`src/common/sgc_consts.vh`:
```
// Notes on behaviour
// RULE_01: key 0x04AD always permits writing the bus address.
// RULE_02: key 0x44AD permits it only while general pin 0 is high.
// RULE_03: key 0x84AD permits it only while general pin 1 is high.
// RULE_04: key 0xC4AD permits it only while both general pins are high.
// RULE_05: soft reset bit 0 set resets the device; the bit self-clears.
// RULE_06: reset write is acknowledged first, then standby with defaults.
// RULE_07: mode bits 1..0: 0 standby, 1 program, 2 normal; reset standby.
// RULE_08: slot bit 13 picks block sum (0) or block average (1) readback.
// RULE_09: slot bit 12 low lets the FIFO overwrite its oldest entries.
// RULE_10: bit 12 high (default) keeps new data only while not full.
// RULE_11: pin select 0x10 drives low, 0x11 high, 0x13 the 32 kHz clock.
// RULE_12: the host writes zeros to the reserved soft reset bits.
// RULE_13: any other key value leaves address writes without effect.
`ifndef SGC_CONSTS_VH
`define SGC_CONSTS_VH
// ==========================================================
// register offsets
`define SGC_ADDR_PINCFG 8'h0B
`define SGC_ADDR_BUSADDR 8'h09
`define SGC_ADDR_KEY 8'h0D
`define SGC_ADDR_SWRST 8'h0F
`define SGC_ADDR_MODE 8'h10
`define SGC_ADDR_SLOT 8'h11
// ==========================================================
// keys, fields and reset values
`define SGC_KEY_ALWAYS 16'h04AD
`define SGC_KEY_PIN0 16'h44AD
`define SGC_KEY_PIN1 16'h84AD
`define SGC_KEY_BOTH 16'hC4AD
`define SGC_KEY_RST 16'h0000
`define SGC_MODE_RST 16'h0000
`define SGC_SLOT_RST 16'h1000
`define SGC_PINCFG_RST 16'h0000
`define SGC_BUSADDR_RST 16'h0064
`define SGC_BIT_AVG 13
`define SGC_BIT_FULLPOL 12
`define SGC_BIT_SWRST 0
`define SGC_MODE_MSB 1
`define SGC_SEL_MSB 12
`define SGC_SEL_LSB 8
`define SGC_SEL_LOW 5'h10
`define SGC_SEL_HIGH 5'h11
`define SGC_SEL_OSC 5'h13
`define SGC_ZERO16 16'h0000
`define SGC_MODE_LSB 0
`define SGC_BUSADDR_MSB 6
`define SGC_BUSADDR_LSB 0
`define SGC_SWRST_RSVD 15'h0000
`endif

```
`src/hw/sgc_global_regs.v`:
```
`timescale 1ns/100ps
`include "sgc_consts.vh"
module sgc_global_regs (
   input wire clk,
   input wire rst_n,
   input wire regWrite,
   input wire regRead,
   input wire [7:0] regAddr,
   input wire [15:0] regWdata,
   input wire writeDone,
   input wire generalPin0,
   input wire generalPin1,
   input wire osc32k,
   input wire fifoFull,
   input wire fifoPushReq,
   output reg [15:0] regRdata,
   output wire [1:0] operatingMode,
   output wire extendedReadbackFormat,
   output wire fifoFullPolicy,
   output wire fifoPushEnable,
   output wire fifoDropOldest,
   output wire [6:0] busAddress,
   output wire softResetActive,
   output wire generalPinOut
);

   // ==========================================================
   // soft reset sequencer states, one-hot

   localparam [2:0] ST_IDLE = 3'h1;
   localparam [2:0] ST_PEND = 3'h2;
   localparam [2:0] ST_FIRE = 3'h4;

   // ==========================================================
   // stored register words and their next values

   reg [15:0] unlockKey_reg;
   reg [15:0] unlockKey_next;
   reg [15:0] modeWord_reg;
   reg [15:0] modeWord_next;
   reg [15:0] slotWord_reg;
   reg [15:0] slotWord_next;
   reg [15:0] pinCfg_reg;
   reg [15:0] pinCfg_next;
   reg [15:0] busAddr_reg;
   reg [15:0] busAddr_next;
   reg [15:0] readData_next;

   // ==========================================================
   // sequencer state

   reg [2:0] rstState_reg;
   reg [2:0] rstState_next;
   reg softReset_reg;
   reg softReset_next;

   // ==========================================================
   // decode nets

   wire keyWrite;
   wire modeWrite;
   wire slotWrite;
   wire pinCfgWrite;
   wire busAddrWrite;
   wire swRstWrite;
   wire swRstPending;
   wire addrUnlock;
   wire [4:0] pinSel;

   // ==========================================================
   // helpers

   // register index compare, shared by write decode
   function hit;
      input [7:0] a;
      input [7:0] target;
      begin
         hit = (a == target);
      end
   endfunction

   // one unlock code, qualified by the pin level it needs
   function keyMatch;
      input [15:0] key;
      input [15:0] code;
      input qualifier;
      begin
         keyMatch = (key == code) & qualifier;
      end
   endfunction

   // pin output select; unsupported codes drive low, the safe idle level
   function pinLevel;
      input [4:0] sel;
      input osc;
      begin
         case (sel)
            `SGC_SEL_LOW: begin
               pinLevel = 1'b0; //RULE_11
            end
            `SGC_SEL_HIGH: begin
               pinLevel = 1'b1; //RULE_11
            end
            `SGC_SEL_OSC: begin
               pinLevel = osc; //RULE_11
            end
            default: begin
               pinLevel = 1'b0;
            end
         endcase
      end
   endfunction

   // ==========================================================
   // write decode

   assign keyWrite = regWrite & hit(regAddr, `SGC_ADDR_KEY);
   assign modeWrite = regWrite & hit(regAddr, `SGC_ADDR_MODE);
   assign slotWrite = regWrite & hit(regAddr, `SGC_ADDR_SLOT);
   assign pinCfgWrite = regWrite & hit(regAddr, `SGC_ADDR_PINCFG);
   assign swRstWrite = regWrite & hit(regAddr, `SGC_ADDR_SWRST) &
      regWdata[`SGC_BIT_SWRST]; //RULE_05

   // ==========================================================
   // address unlock decode
   // the key is compared whole, so a near miss never opens the address

   assign addrUnlock =
      keyMatch(unlockKey_reg, `SGC_KEY_ALWAYS, 1'b1) | //RULE_01
      keyMatch(unlockKey_reg, `SGC_KEY_PIN0, generalPin0) | //RULE_02
      keyMatch(unlockKey_reg, `SGC_KEY_PIN1, generalPin1) | //RULE_03
      keyMatch(unlockKey_reg, `SGC_KEY_BOTH,
         generalPin0 & generalPin1); //RULE_04
   assign busAddrWrite = regWrite & hit(regAddr, `SGC_ADDR_BUSADDR) &
      addrUnlock; //RULE_13

   // ==========================================================
   // soft reset sequencer
   // the request waits for the end of the host transaction so the
   // write is acknowledged before the registers fall back to defaults

   always @* begin
      rstState_next = rstState_reg;
      softReset_next = 1'b0;
      case (rstState_reg)
         ST_IDLE: begin
            if (swRstWrite) begin
               rstState_next = ST_PEND; //RULE_05
            end
         end
         ST_PEND: begin
            if (writeDone) begin
               rstState_next = ST_FIRE;
               softReset_next = 1'b1; //RULE_06
            end
         end
         ST_FIRE: begin
            // a fresh request in the reset cycle is kept, not lost
            if (swRstWrite) begin
               rstState_next = ST_PEND; //RULE_05
            end else begin
               rstState_next = ST_IDLE;
            end
         end
         default: begin
            rstState_next = ST_IDLE;
         end
      endcase
   end

   assign swRstPending = (rstState_reg == ST_PEND);
   assign softResetActive = softReset_reg;

   // ==========================================================
   // key register

   always @* begin
      unlockKey_next = unlockKey_reg;
      if (softReset_reg) begin
         unlockKey_next = `SGC_KEY_RST; //RULE_06
      end else if (keyWrite) begin
         unlockKey_next = regWdata;
      end
   end

   // ==========================================================
   // mode register

   always @* begin
      modeWord_next = modeWord_reg;
      if (softReset_reg) begin
         modeWord_next = `SGC_MODE_RST; //RULE_06
      end else if (modeWrite) begin
         modeWord_next = regWdata; //RULE_07
      end
   end

   // ==========================================================
   // slot and FIFO configuration register

   always @* begin
      slotWord_next = slotWord_reg;
      if (softReset_reg) begin
         slotWord_next = `SGC_SLOT_RST; //RULE_06
      end else if (slotWrite) begin
         slotWord_next = regWdata;
      end
   end

   // ==========================================================
   // pin select register

   always @* begin
      pinCfg_next = pinCfg_reg;
      if (softReset_reg) begin
         pinCfg_next = `SGC_PINCFG_RST; //RULE_06
      end else if (pinCfgWrite) begin
         pinCfg_next = regWdata;
      end
   end

   // ==========================================================
   // bus address register
   // a locked write is dropped silently; the host sees no error

   always @* begin
      busAddr_next = busAddr_reg;
      if (softReset_reg) begin
         busAddr_next = `SGC_BUSADDR_RST; //RULE_06
      end else if (busAddrWrite) begin
         busAddr_next = regWdata; //RULE_01
      end
   end

   // ==========================================================
   // readback
   // the soft reset bit reads its pending state; read data holds
   // until the next read so the host may sample it late

   always @* begin
      readData_next = regRdata;
      if (regRead) begin
         case (regAddr)
            `SGC_ADDR_KEY: begin
               readData_next = unlockKey_reg;
            end
            `SGC_ADDR_SWRST: begin
               readData_next = {`SGC_SWRST_RSVD, swRstPending}; //RULE_05
            end
            `SGC_ADDR_MODE: begin
               readData_next = modeWord_reg;
            end
            `SGC_ADDR_SLOT: begin
               readData_next = slotWord_reg;
            end
            `SGC_ADDR_PINCFG: begin
               readData_next = pinCfg_reg;
            end
            `SGC_ADDR_BUSADDR: begin
               readData_next = busAddr_reg;
            end
            default: begin
               readData_next = `SGC_ZERO16;
            end
         endcase
      end
   end

   // ==========================================================
   // flip-flops

   always @(posedge clk or negedge rst_n) begin
      if (!rst_n) begin
         unlockKey_reg <= `SGC_KEY_RST;
         modeWord_reg <= `SGC_MODE_RST;
         slotWord_reg <= `SGC_SLOT_RST;
         pinCfg_reg <= `SGC_PINCFG_RST;
         busAddr_reg <= `SGC_BUSADDR_RST;
         rstState_reg <= ST_IDLE;
         softReset_reg <= 1'b0;
         regRdata <= `SGC_ZERO16;
      end else begin
         unlockKey_reg <= unlockKey_next;
         modeWord_reg <= modeWord_next;
         slotWord_reg <= slotWord_next;
         pinCfg_reg <= pinCfg_next;
         busAddr_reg <= busAddr_next;
         rstState_reg <= rstState_next;
         softReset_reg <= softReset_next;
         regRdata <= readData_next;
      end
   end

   // ==========================================================
   // block outputs
   // push enable and drop are combinational so the FIFO can act
   // in the same cycle as its request

   assign operatingMode =
      modeWord_reg[`SGC_MODE_MSB:`SGC_MODE_LSB]; //RULE_07
   assign extendedReadbackFormat = slotWord_reg[`SGC_BIT_AVG]; //RULE_08
   assign fifoFullPolicy = slotWord_reg[`SGC_BIT_FULLPOL]; //RULE_10
   assign fifoPushEnable =
      fifoPushReq & (~fifoFullPolicy | ~fifoFull); //RULE_10
   assign fifoDropOldest =
      fifoPushReq & fifoFull & ~fifoFullPolicy; //RULE_09
   assign busAddress =
      busAddr_reg[`SGC_BUSADDR_MSB:`SGC_BUSADDR_LSB];

   // ==========================================================
   // general pin output
   // the oscillator level passes straight through, so it carries
   // no extra register delay

   assign pinSel = pinCfg_reg[`SGC_SEL_MSB:`SGC_SEL_LSB];
   assign generalPinOut = pinLevel(pinSel, osc32k); //RULE_11

endmodule

```
`config.mk`:
```
export PLATFORM = sky130hd
export DESIGN_NAME = sgc_global_regs
export DESIGN_NICKNAME = d
export VERILOG_FILES = /design/src/hw/sgc_global_regs.v
export VERILOG_INCLUDE_DIRS = /design/src /design/src/common
export SDC_FILE = /design/constraint.sdc
export NUM_CORES = 1
export LEC_CHECK = 0
export BUFFER_PORTS_ARGS = -buffer_cell sky130_fd_sc_hd__buf_2
export CAP_MARGIN = 20
export CORE_ASPECT_RATIO = 1.4
export CORE_MARGIN = 4
export CORE_UTILIZATION = 45
export DETAILED_ROUTE_END_ITERATION = 10
export PLACE_DENSITY = 0.71
export SLEW_MARGIN = 20
export SYNTH_ARGS = -nofsm -noshare
export SYNTH_HDL_FRONTEND = slang
export SYNTH_SLANG_ARGS = --single-unit
```
`constraint.sdc`:
```
create_clock -name clk -period 2.72 [get_ports clk]
set_input_delay 0.272 -clock clk [delete_from_list [all_inputs] [get_ports clk]]
set_output_delay 0.272 -clock clk [all_outputs]
set_load 0.01 [all_outputs]
```
==> results summary, run 1 <==
Data on the critical path is required at its endpoint by 2940 ps. By area the synthesized netlist is led by sky130_fd_sc_hd__dfrtp_1, sky130_fd_sc_hd__nand2_1, sky130_fd_sc_hd__mux2i_1. The number of buffers added to fix hold violations after cts is 1.

The post-detailed-placement half-perimeter wirelength is 9340 um. The delay of the slowest critical-path stage is 510 ps. The clock slew at the register clock pins of the worst setup and hold paths came out at 70 ps. The gate count after technology mapping is 531. The deepest clock path buffer count is 2. The power density over the cells came out at 549 nW/um^2. Setup repair after global routing left no endpoint under its margin.

Overall power consumption after layout is estimated at 3.10 mW. The global-route congestion overflow total came out at 0. The count of vias placed by the detailed router came out at 4100. The share of synthesized area occupied by flip-flops and latches is 0.506.

The final layout net count is 604. STA classifies the critical path endpoint as a flip-flop. The critical path depth in cells is 5.

The path depth of the worst reg2reg path is 5. At the worst endpoint, the arrival time is 2230 ps. The starting density of the core came out at 0.459. The final-report hold violation count came out at 0. The sequential cell area is 2510 um^2.

The multi-input combinational cell area is 2140 um^2. Dividing the detail-routed via count by the number of cells gives 5.73. The cell area after synthesis came out at 4960 um^2. In this run, CTS created clock tree buffers numbering 9.

The critical path goes through nor4b_1 > o221ai_1 > or4_1 > buf_4 > mux2i_1. The fraction of synthesis flops using an asynchronous set or reset pin is 1.00. The switching share of total power came out at 0.241. The initial antenna violation count is 0. The post-synthesis net count is 565. The die width is 96.8 um. Once the clock tree was built, the resizer swapped 0 gates to a different size. The maximum number of pins on one net before global-route repair is 99. For the pin with the worst max-slew slack, the measured transition is 855 ps.

The tool flagged a number of max-cap violations equal to 0. The number of global-route vias before repair was 4077. The total DRC errors in the routed layout is 0. In the final layout, the share of cells above drive strength 1 is 0.183. The floorplan has 45 rows. For this block, the routed nets add up to 13500 um of wire. The post-synthesis register bit count came out at 100. The detailed router's first-iteration violation count came out at 318. The flow ran to the end, and the final reports show no timing, DRC or antenna violations. The maximum clock frequency is 496 MHz. TritonCTS built the clock tree.

The internal power of the cells came out at 2.35 mW. The final RePlAce weighted congestion came out at 0.843. The number of distinct standard cells referenced by the synthesized netlist came out at 41. The leakage power figure is 2.55 nW. The buffer and inverter count on the worst path is 1. The most used flip-flop cell after synthesis is sky130_fd_sc_hd__dfrtp_1.

The die outline area came out at 12800 um^2. The total area inside the core boundary comes to 10800 um^2. In this run the count of I/O pins placed on the die edge is 65. The number of I/O port buffers is 64. The setup clock skew after layout came out at 4.79 ps. In this run, synthesis inferred 0 flip-flops with an integrated enable.

The post-CTS setup repair buffer count came out at 0. The H-tree was split into 3 levels. The first global-routing pass estimated 21400 um of wire. Across the VDD grid, the largest voltage drop is 0.315 mV. The number of fillers in the final layout came out at 1030. In the global route stage, overall resource usage came out at 0.211. The relative contribution of combinational cells to total power is 0.083.

The number of clock sinks seen by CTS is 100. The max-slew violation count is 0. The repair_antennas step left the layout with diodes totalling 0. The number of nets still failing antenna checks after routing came out at 0. Setup violations remaining at the end of the flow were counted as 0.

The synthesized area divided by synthesized cell count came out at 9.35 um^2. The share of synthesized area in the top cell type comes to 0.479. The signed area change from the synthesized netlist to the final layout came out at 13.6%. Of all nets on the critical path, the largest fanout is 13. The iteration count of the initial detailed-routing pass is 5.

The share of total power in sequential cells came out at 0.513. The share of power burned in the clock network is 0.404. The count of warnings emitted by yosys is 0.

The start-to-end type of the worst setup path is flip-flop to flip-flop. In this run the worst hold path is classified as input port to flip-flop. The synthesized design spends more area on one cell type than any other, namely sky130_fd_sc_hd__dfrtp_1. The mean routed wirelength per cell is 18.8 um.

The cell with the largest stage delay on the worst path is sky130_fd_sc_hd__or4_1. The top cell family by delay on the critical path is simple AND/OR/NAND/NOR gates. The post-route clock period utilization is 0.740. For this design the total switching power over the nets is 0.745 mW. The root buffer cell chosen for the clock tree is sky130_fd_sc_hd__clkbuf_16. STA classifies the critical path startpoint as a flip-flop.

The floorplan die height came out at 132 um. At the later pin of the worst-skew pair, clock insertion delay measures 340 ps. The post-layout minimum cycle time came out at 2010 ps.

The setup total negative slack came out at 0 ps. The worst hold path stage count came out at 2. The relative max-transition margin came out at 0.425.
[kinds of logic (layout without fill, tap and decap cells)]
logic type,after synthesis,in the layout,synth area share
AO/OA/AOI/OAI,130,130,0.168
multiplexers,33,33,0.0691
buffers and inverters,70,114,0.0645
AND/OR/NAND/NOR,197,197,0.191
XOR/XNOR,1,1,0.00177
flip-flops,100,100,0.506
[stage by stage]
| step | setup WS, ps | instances | hold WS, ps | util | area (um^2) |
|---|---|---|---|---|---|
| after CTS | 686 | 716 | 147 | 0.521 | 5630 |
| after global placement | 568 | 699 | 321 | 0.494 | 5340 |
| after floorplan | 802 | 531 | -23.6 | - | 4960 |
| after detailed placement | 515 | 699 | 319 | 0.494 | 5340 |
| after global routing | 588 | 716 | 170 | 0.522 | 5640 |
| final | 706 | 716 | 146 | 0.522 | 5640 |
[area by class of cell]
cell class | instances | share of cell area
sequential | 100 | 0.445
multi-input combinational | 361 | 0.379
timing repair buffer | 78 | 0.0808
clock buffer | 10 | 0.0406
tap | 141 | 0.0313
inverter | 20 | 0.0133
clock inverter | 6 | 0.00976
[power groups by stage]
stage | sequential, mW | clock, mW | combinational (mW)
2_1_floorplan | 1.61 | 0 | 0.135
3_3_place_gp | 1.61 | 0 | 0.249
3_5_place_dp | 1.62 | 0 | 0.257
4_1_cts | 1.59 | 1.26 | 0.259
5_1_grt | 1.60 | 1.32 | 0.285
6_report | 1.59 | 1.25 | 0.256
[cells in the final DEF, fill, tap and decap left out, types with 4 or more instances in the layout]
cell type	instances
sky130_fd_sc_hd__nand2_1	129
sky130_fd_sc_hd__dfrtp_1	94
sky130_fd_sc_hd__a21oi_1	63
sky130_fd_sc_hd__buf_2	63
sky130_fd_sc_hd__mux2i_1	32
sky130_fd_sc_hd__nand2b_1	26
sky130_fd_sc_hd__inv_1	20
sky130_fd_sc_hd__o2bb2ai_1	15
sky130_fd_sc_hd__a22o_1	15
sky130_fd_sc_hd__a22oi_1	15
sky130_fd_sc_hd__o22ai_1	15
sky130_fd_sc_hd__buf_4	12
sky130_fd_sc_hd__nor2_1	10
sky130_fd_sc_hd__clkbuf_16	9
sky130_fd_sc_hd__nand4_1	5
sky130_fd_sc_hd__dfstp_2	5
sky130_fd_sc_hd__clkinv_2	5
sky130_fd_sc_hd__and2_1	4
[final timing paths]
check / from / endpoint / slack, ps
min in group asynchronous: rst_n / slotWord_reg[2]$_DFFE_PN0P_ / 480
worst min-delay path: writeDone / rstState_reg[1]$_DFFE_PN0P_ / 150
worst min register to register: regRdata[0]$_DFFE_PN0P_ / regRdata[0]$_DFFE_PN0P_ / 520
worst max register to register: unlockKey_reg[11]$_DFFE_PN0P_ / busAddr_reg[4]$_DFFE_PN0P_ / 710
worst max-delay path: unlockKey_reg[11]$_DFFE_PN0P_ / busAddr_reg[4]$_DFFE_PN0P_ / 710
max in group asynchronous: rst_n / busAddr_reg[6]$_DFFE_PN1P_ / 1510
[cells in the mapped netlist, types with 7 or more instances]
library cell,count
sky130_fd_sc_hd__a21oi_1,63
sky130_fd_sc_hd__o2bb2ai_1,15
sky130_fd_sc_hd__buf_2,7
sky130_fd_sc_hd__nand2_1,129
sky130_fd_sc_hd__nor2_1,10
sky130_fd_sc_hd__o22ai_1,15
sky130_fd_sc_hd__inv_1,20
sky130_fd_sc_hd__a22oi_1,15
sky130_fd_sc_hd__mux2i_1,32
sky130_fd_sc_hd__clkbuf_1,32
sky130_fd_sc_hd__a22o_1,15
sky130_fd_sc_hd__dfrtp_1,95
sky130_fd_sc_hd__buf_4,9
sky130_fd_sc_hd__nand2b_1,26
[routing by layer]
layer,wire [um],track usage
met3,655,0.0328
met4,478,0.106
met5,0,0
met2,7130,0.368
met1,5210,0.252
[worst register-to-register path: stages, from the launching register on]
cell and delay, ps:
sky130_fd_sc_hd__dfrtp_1 410, sky130_fd_sc_hd__nor4b_1 340, sky130_fd_sc_hd__o221ai_1 240, sky130_fd_sc_hd__or4_1 510, sky130_fd_sc_hd__buf_4 240, sky130_fd_sc_hd__mux2i_1 160
Note: power is estimated with default switching activity, not from simulation.
==> run 2: changes to the inputs <==
==> constraint.sdc (replaced) <==
create_clock -name clk -period 2.1 [get_ports clk]
set_input_delay 0.21 -clock clk [delete_from_list [all_inputs] [get_ports clk]]
set_output_delay 0.21 -clock clk [all_outputs]
set_load 0.01 [all_outputs]
==> run 2 against run 1 <==
Compared with the run above: total power rose by 26%; die area did not move; clock power grew 20%; register-to-register slack worse by 550 ps; count of clock-buffer cells in the layout up 2; flip-flop and latch count is the same; non-clock buffer count rose by 15; sequential share of layout area fell by 0.78 points; clock skew increased by 1.2 ps; largest power group unchanged.
==> results summary, run 2 (synthesized netlist as in run 1, its figures left out) <==
The max-slew violation count is 0 (unchanged). The relative max-transition margin came out at 0.730 (+0.304). The total design power was 3.90 mW (+26%).

The final RePlAce weighted congestion came out at 0.830 (-1.6%). The slew at the pin closest to its max-slew limit came out at 402 ps (-454 ps). The placeable core region came out at 10800 um^2 (unchanged). The power density over the cells came out at 680 nW/um^2 (+24%). The leakage power figure was 2.61 nW (+2.2%). The slowest stage of the critical path belongs to the cell sky130_fd_sc_hd__or4b_1. The final standard cell utilization of the core was 0.531 (+0.00926). The worst endpoint data arrival time came out at 2200 ps (-30 ps). The iteration count of the initial detailed-routing pass is 6 (+1). The type of the worst min-delay path is input port to flip-flop.

The signed area change from the synthesized netlist to the final layout came out at 15.6%. The setup clock skew after layout is 6.02 ps (+1.24 ps). The flow ran to the end, and the final reports show no timing, DRC or antenna violations.

The number of I/O pins came out at 65 (unchanged). The maximum VDD drop came out at 0.431 mV (+37%). The cell area after layout came out at 5740 um^2 (+1.8%).

The maximum clock frequency was 514 MHz (+3.5%). The delay of the slowest critical-path stage came out at 540 ps (+30 ps). The number of buffers created by CTS is 9 (unchanged). The number of I/O port buffers is 64 (unchanged). The number of buffers added to fix hold violations after cts is 1 (unchanged).

The number of gates resized after CTS is 0 (unchanged). The global-route congestion overflow total is 0 (unchanged). The initial antenna violation count came out at 0 (unchanged). The placed standard-cell area was 5470 um^2 (+2.3%). The mean routed wirelength per cell is 18.6 um (-1.2%).

The worst setup path is launched from a flip-flop. The die width is 96.8 um (unchanged). The global router's overall resource usage is 0.215 (+0.00361). The reported max-cap violation count is 0 (unchanged). The antenna diode instance count is 0 (unchanged). The standard-cell row count came out at 45 (unchanged).

The placement-stage worst setup slack is 163 ps (-351 ps). The number of vias per cell after detailed routing was 5.66 (-1.1%). The count of vias placed by the detailed router is 4141 (+1.0%). The number of cells in the finished layout apart from fillers came out at 731 (+2.1%). The number of levels in the clock H-tree came out at 3 (unchanged).

The signal on the critical path passes through or4b_1 > or4_1 > buf_4 > mux2i_1. The setup total negative slack was 0 ps (unchanged). In the layout the commonest cells are sky130_fd_sc_hd__nand2_1, sky130_fd_sc_hd__dfrtp_1, sky130_fd_sc_hd__a21oi_1, sky130_fd_sc_hd__buf_2, sky130_fd_sc_hd__mux2i_1. The worst hold slack across all endpoints came to 94.0 ps (-52.1 ps). The maximum number of pins on one net before global-route repair came out at 88 (-11%). The placed instance count came out at 714 (+2.1%).

The starting density of the core came out at 0.459 (unchanged). The slack of the critical path is 154 ps (-552 ps). The total DRC errors in the routed layout came out at 0 (unchanged). The post-layout minimum cycle time is 1950 ps (-67.7 ps). The root buffer selected by CTS is sky130_fd_sc_hd__clkbuf_16. The post-detailed-placement half-perimeter wirelength is 9760 um (+4.5%). The count of final setup violators is 0 (unchanged). The worst setup path is of the flip-flop to flip-flop kind. The final layout net count is 619 (+2.5%). The final-report hold violation count came to 0 (unchanged). The fraction of layout instances using a drive strength above 1 is 0.198 (+0.0157). Setup repair after global routing left no endpoint under its margin.

The largest fanout on the critical path is 13 (unchanged). The number of nets still failing antenna checks after routing came out at 0 (unchanged). The source-to-sink clock delay at the later pin of the worst-skew pair is 340 ps (about the same).

The total wire length after detailed routing came out at 13600 um (+0.91%). The post-CTS setup repair buffer count is 0 (unchanged). TritonCTS built the clock tree. The clock slew at the register clock pins of the worst setup and hold paths was 70 ps (about the same). The die outline area is 12800 um^2 (unchanged). The detailed router's first-iteration violation count is 376 (+18%). The critical path endpoint category is a flip-flop. The global-route wire length before repair is 21800 um (+2.2%).

The deepest clock path buffer count came out at 2 (unchanged). The number of global-route vias before repair was 4171 (+2.3%). The number of clock sinks seen by CTS was 100 (unchanged).

The library cell used most frequently in the layout, excluding fill and tap cells, is sky130_fd_sc_hd__nand2_1. The floorplan die height came out at 132 um (unchanged). The required arrival time at the worst endpoint came to 2360 ps (-580 ps). The post-route clock period utilization came out at 0.927 (+0.186).
run 2: routing by layer:
layer / wire (um) / track usage / vias to the layer above / share of wire
met1: 5360 / 0.260 / 2021 / 0.39
met2: 7030 / 0.368 / 156 / 0.52
met4: 606 / 0.105 / 0 / 0.045
met5: 0 / 0 / - / 0
met3: 592 / 0.0381 / 36 / 0.044
li1: - / - / 1928 / -
run 2: final cells by class:
cell class / count / area, um^2
Clock buffer: 12 / 236
Tap cell: 141 / 176
Timing Repair Buffer: 93 / 581
Multi-Input combinational cell: 361 / 2130
Inverter: 20 / 75.1
Fill cell: 1018 / 5070
Sequential cell: 100 / 2510
Clock inverter: 4 / 26.3
run 2: power breakdown:
group	internal (mW)	switching, mW	leakage, nW
Clock	0.803	0.693	0.127
Sequential	2.01	0.0553	1.32
Combinational	0.131	0.213	1.16
run 2: worst max-delay path: cells and delay by family, from the launching register on:
kind,cells,cell delay [ps]
and+or+nand+nor,2,1050
buffers and inverters,1,220
muxes,1,190
DFF,1,400
run 2: final timing paths:
kind | startpoint | slack (ps) | end | cells after the start
max in group asynchronous | rst_n | 1110 | rstState_reg[0]$_DFFE_PN1P_ | 3
min | writeDone | 90 | rstState_reg[1]$_DFFE_PN0P_ | 2
max reg2reg | unlockKey_reg[8]$_DFFE_PN0P_ | 150 | busAddr_reg[13]$_DFFE_PN0P_ | 4
min reg2reg | regRdata[9]$_DFFE_PN0P_ | 520 | regRdata[9]$_DFFE_PN0P_ | 2
min in group asynchronous | rst_n | 290 | slotWord_reg[6]$_DFFE_PN0P_ | 2
max | unlockKey_reg[8]$_DFFE_PN0P_ | 150 | busAddr_reg[13]$_DFFE_PN0P_ | 4
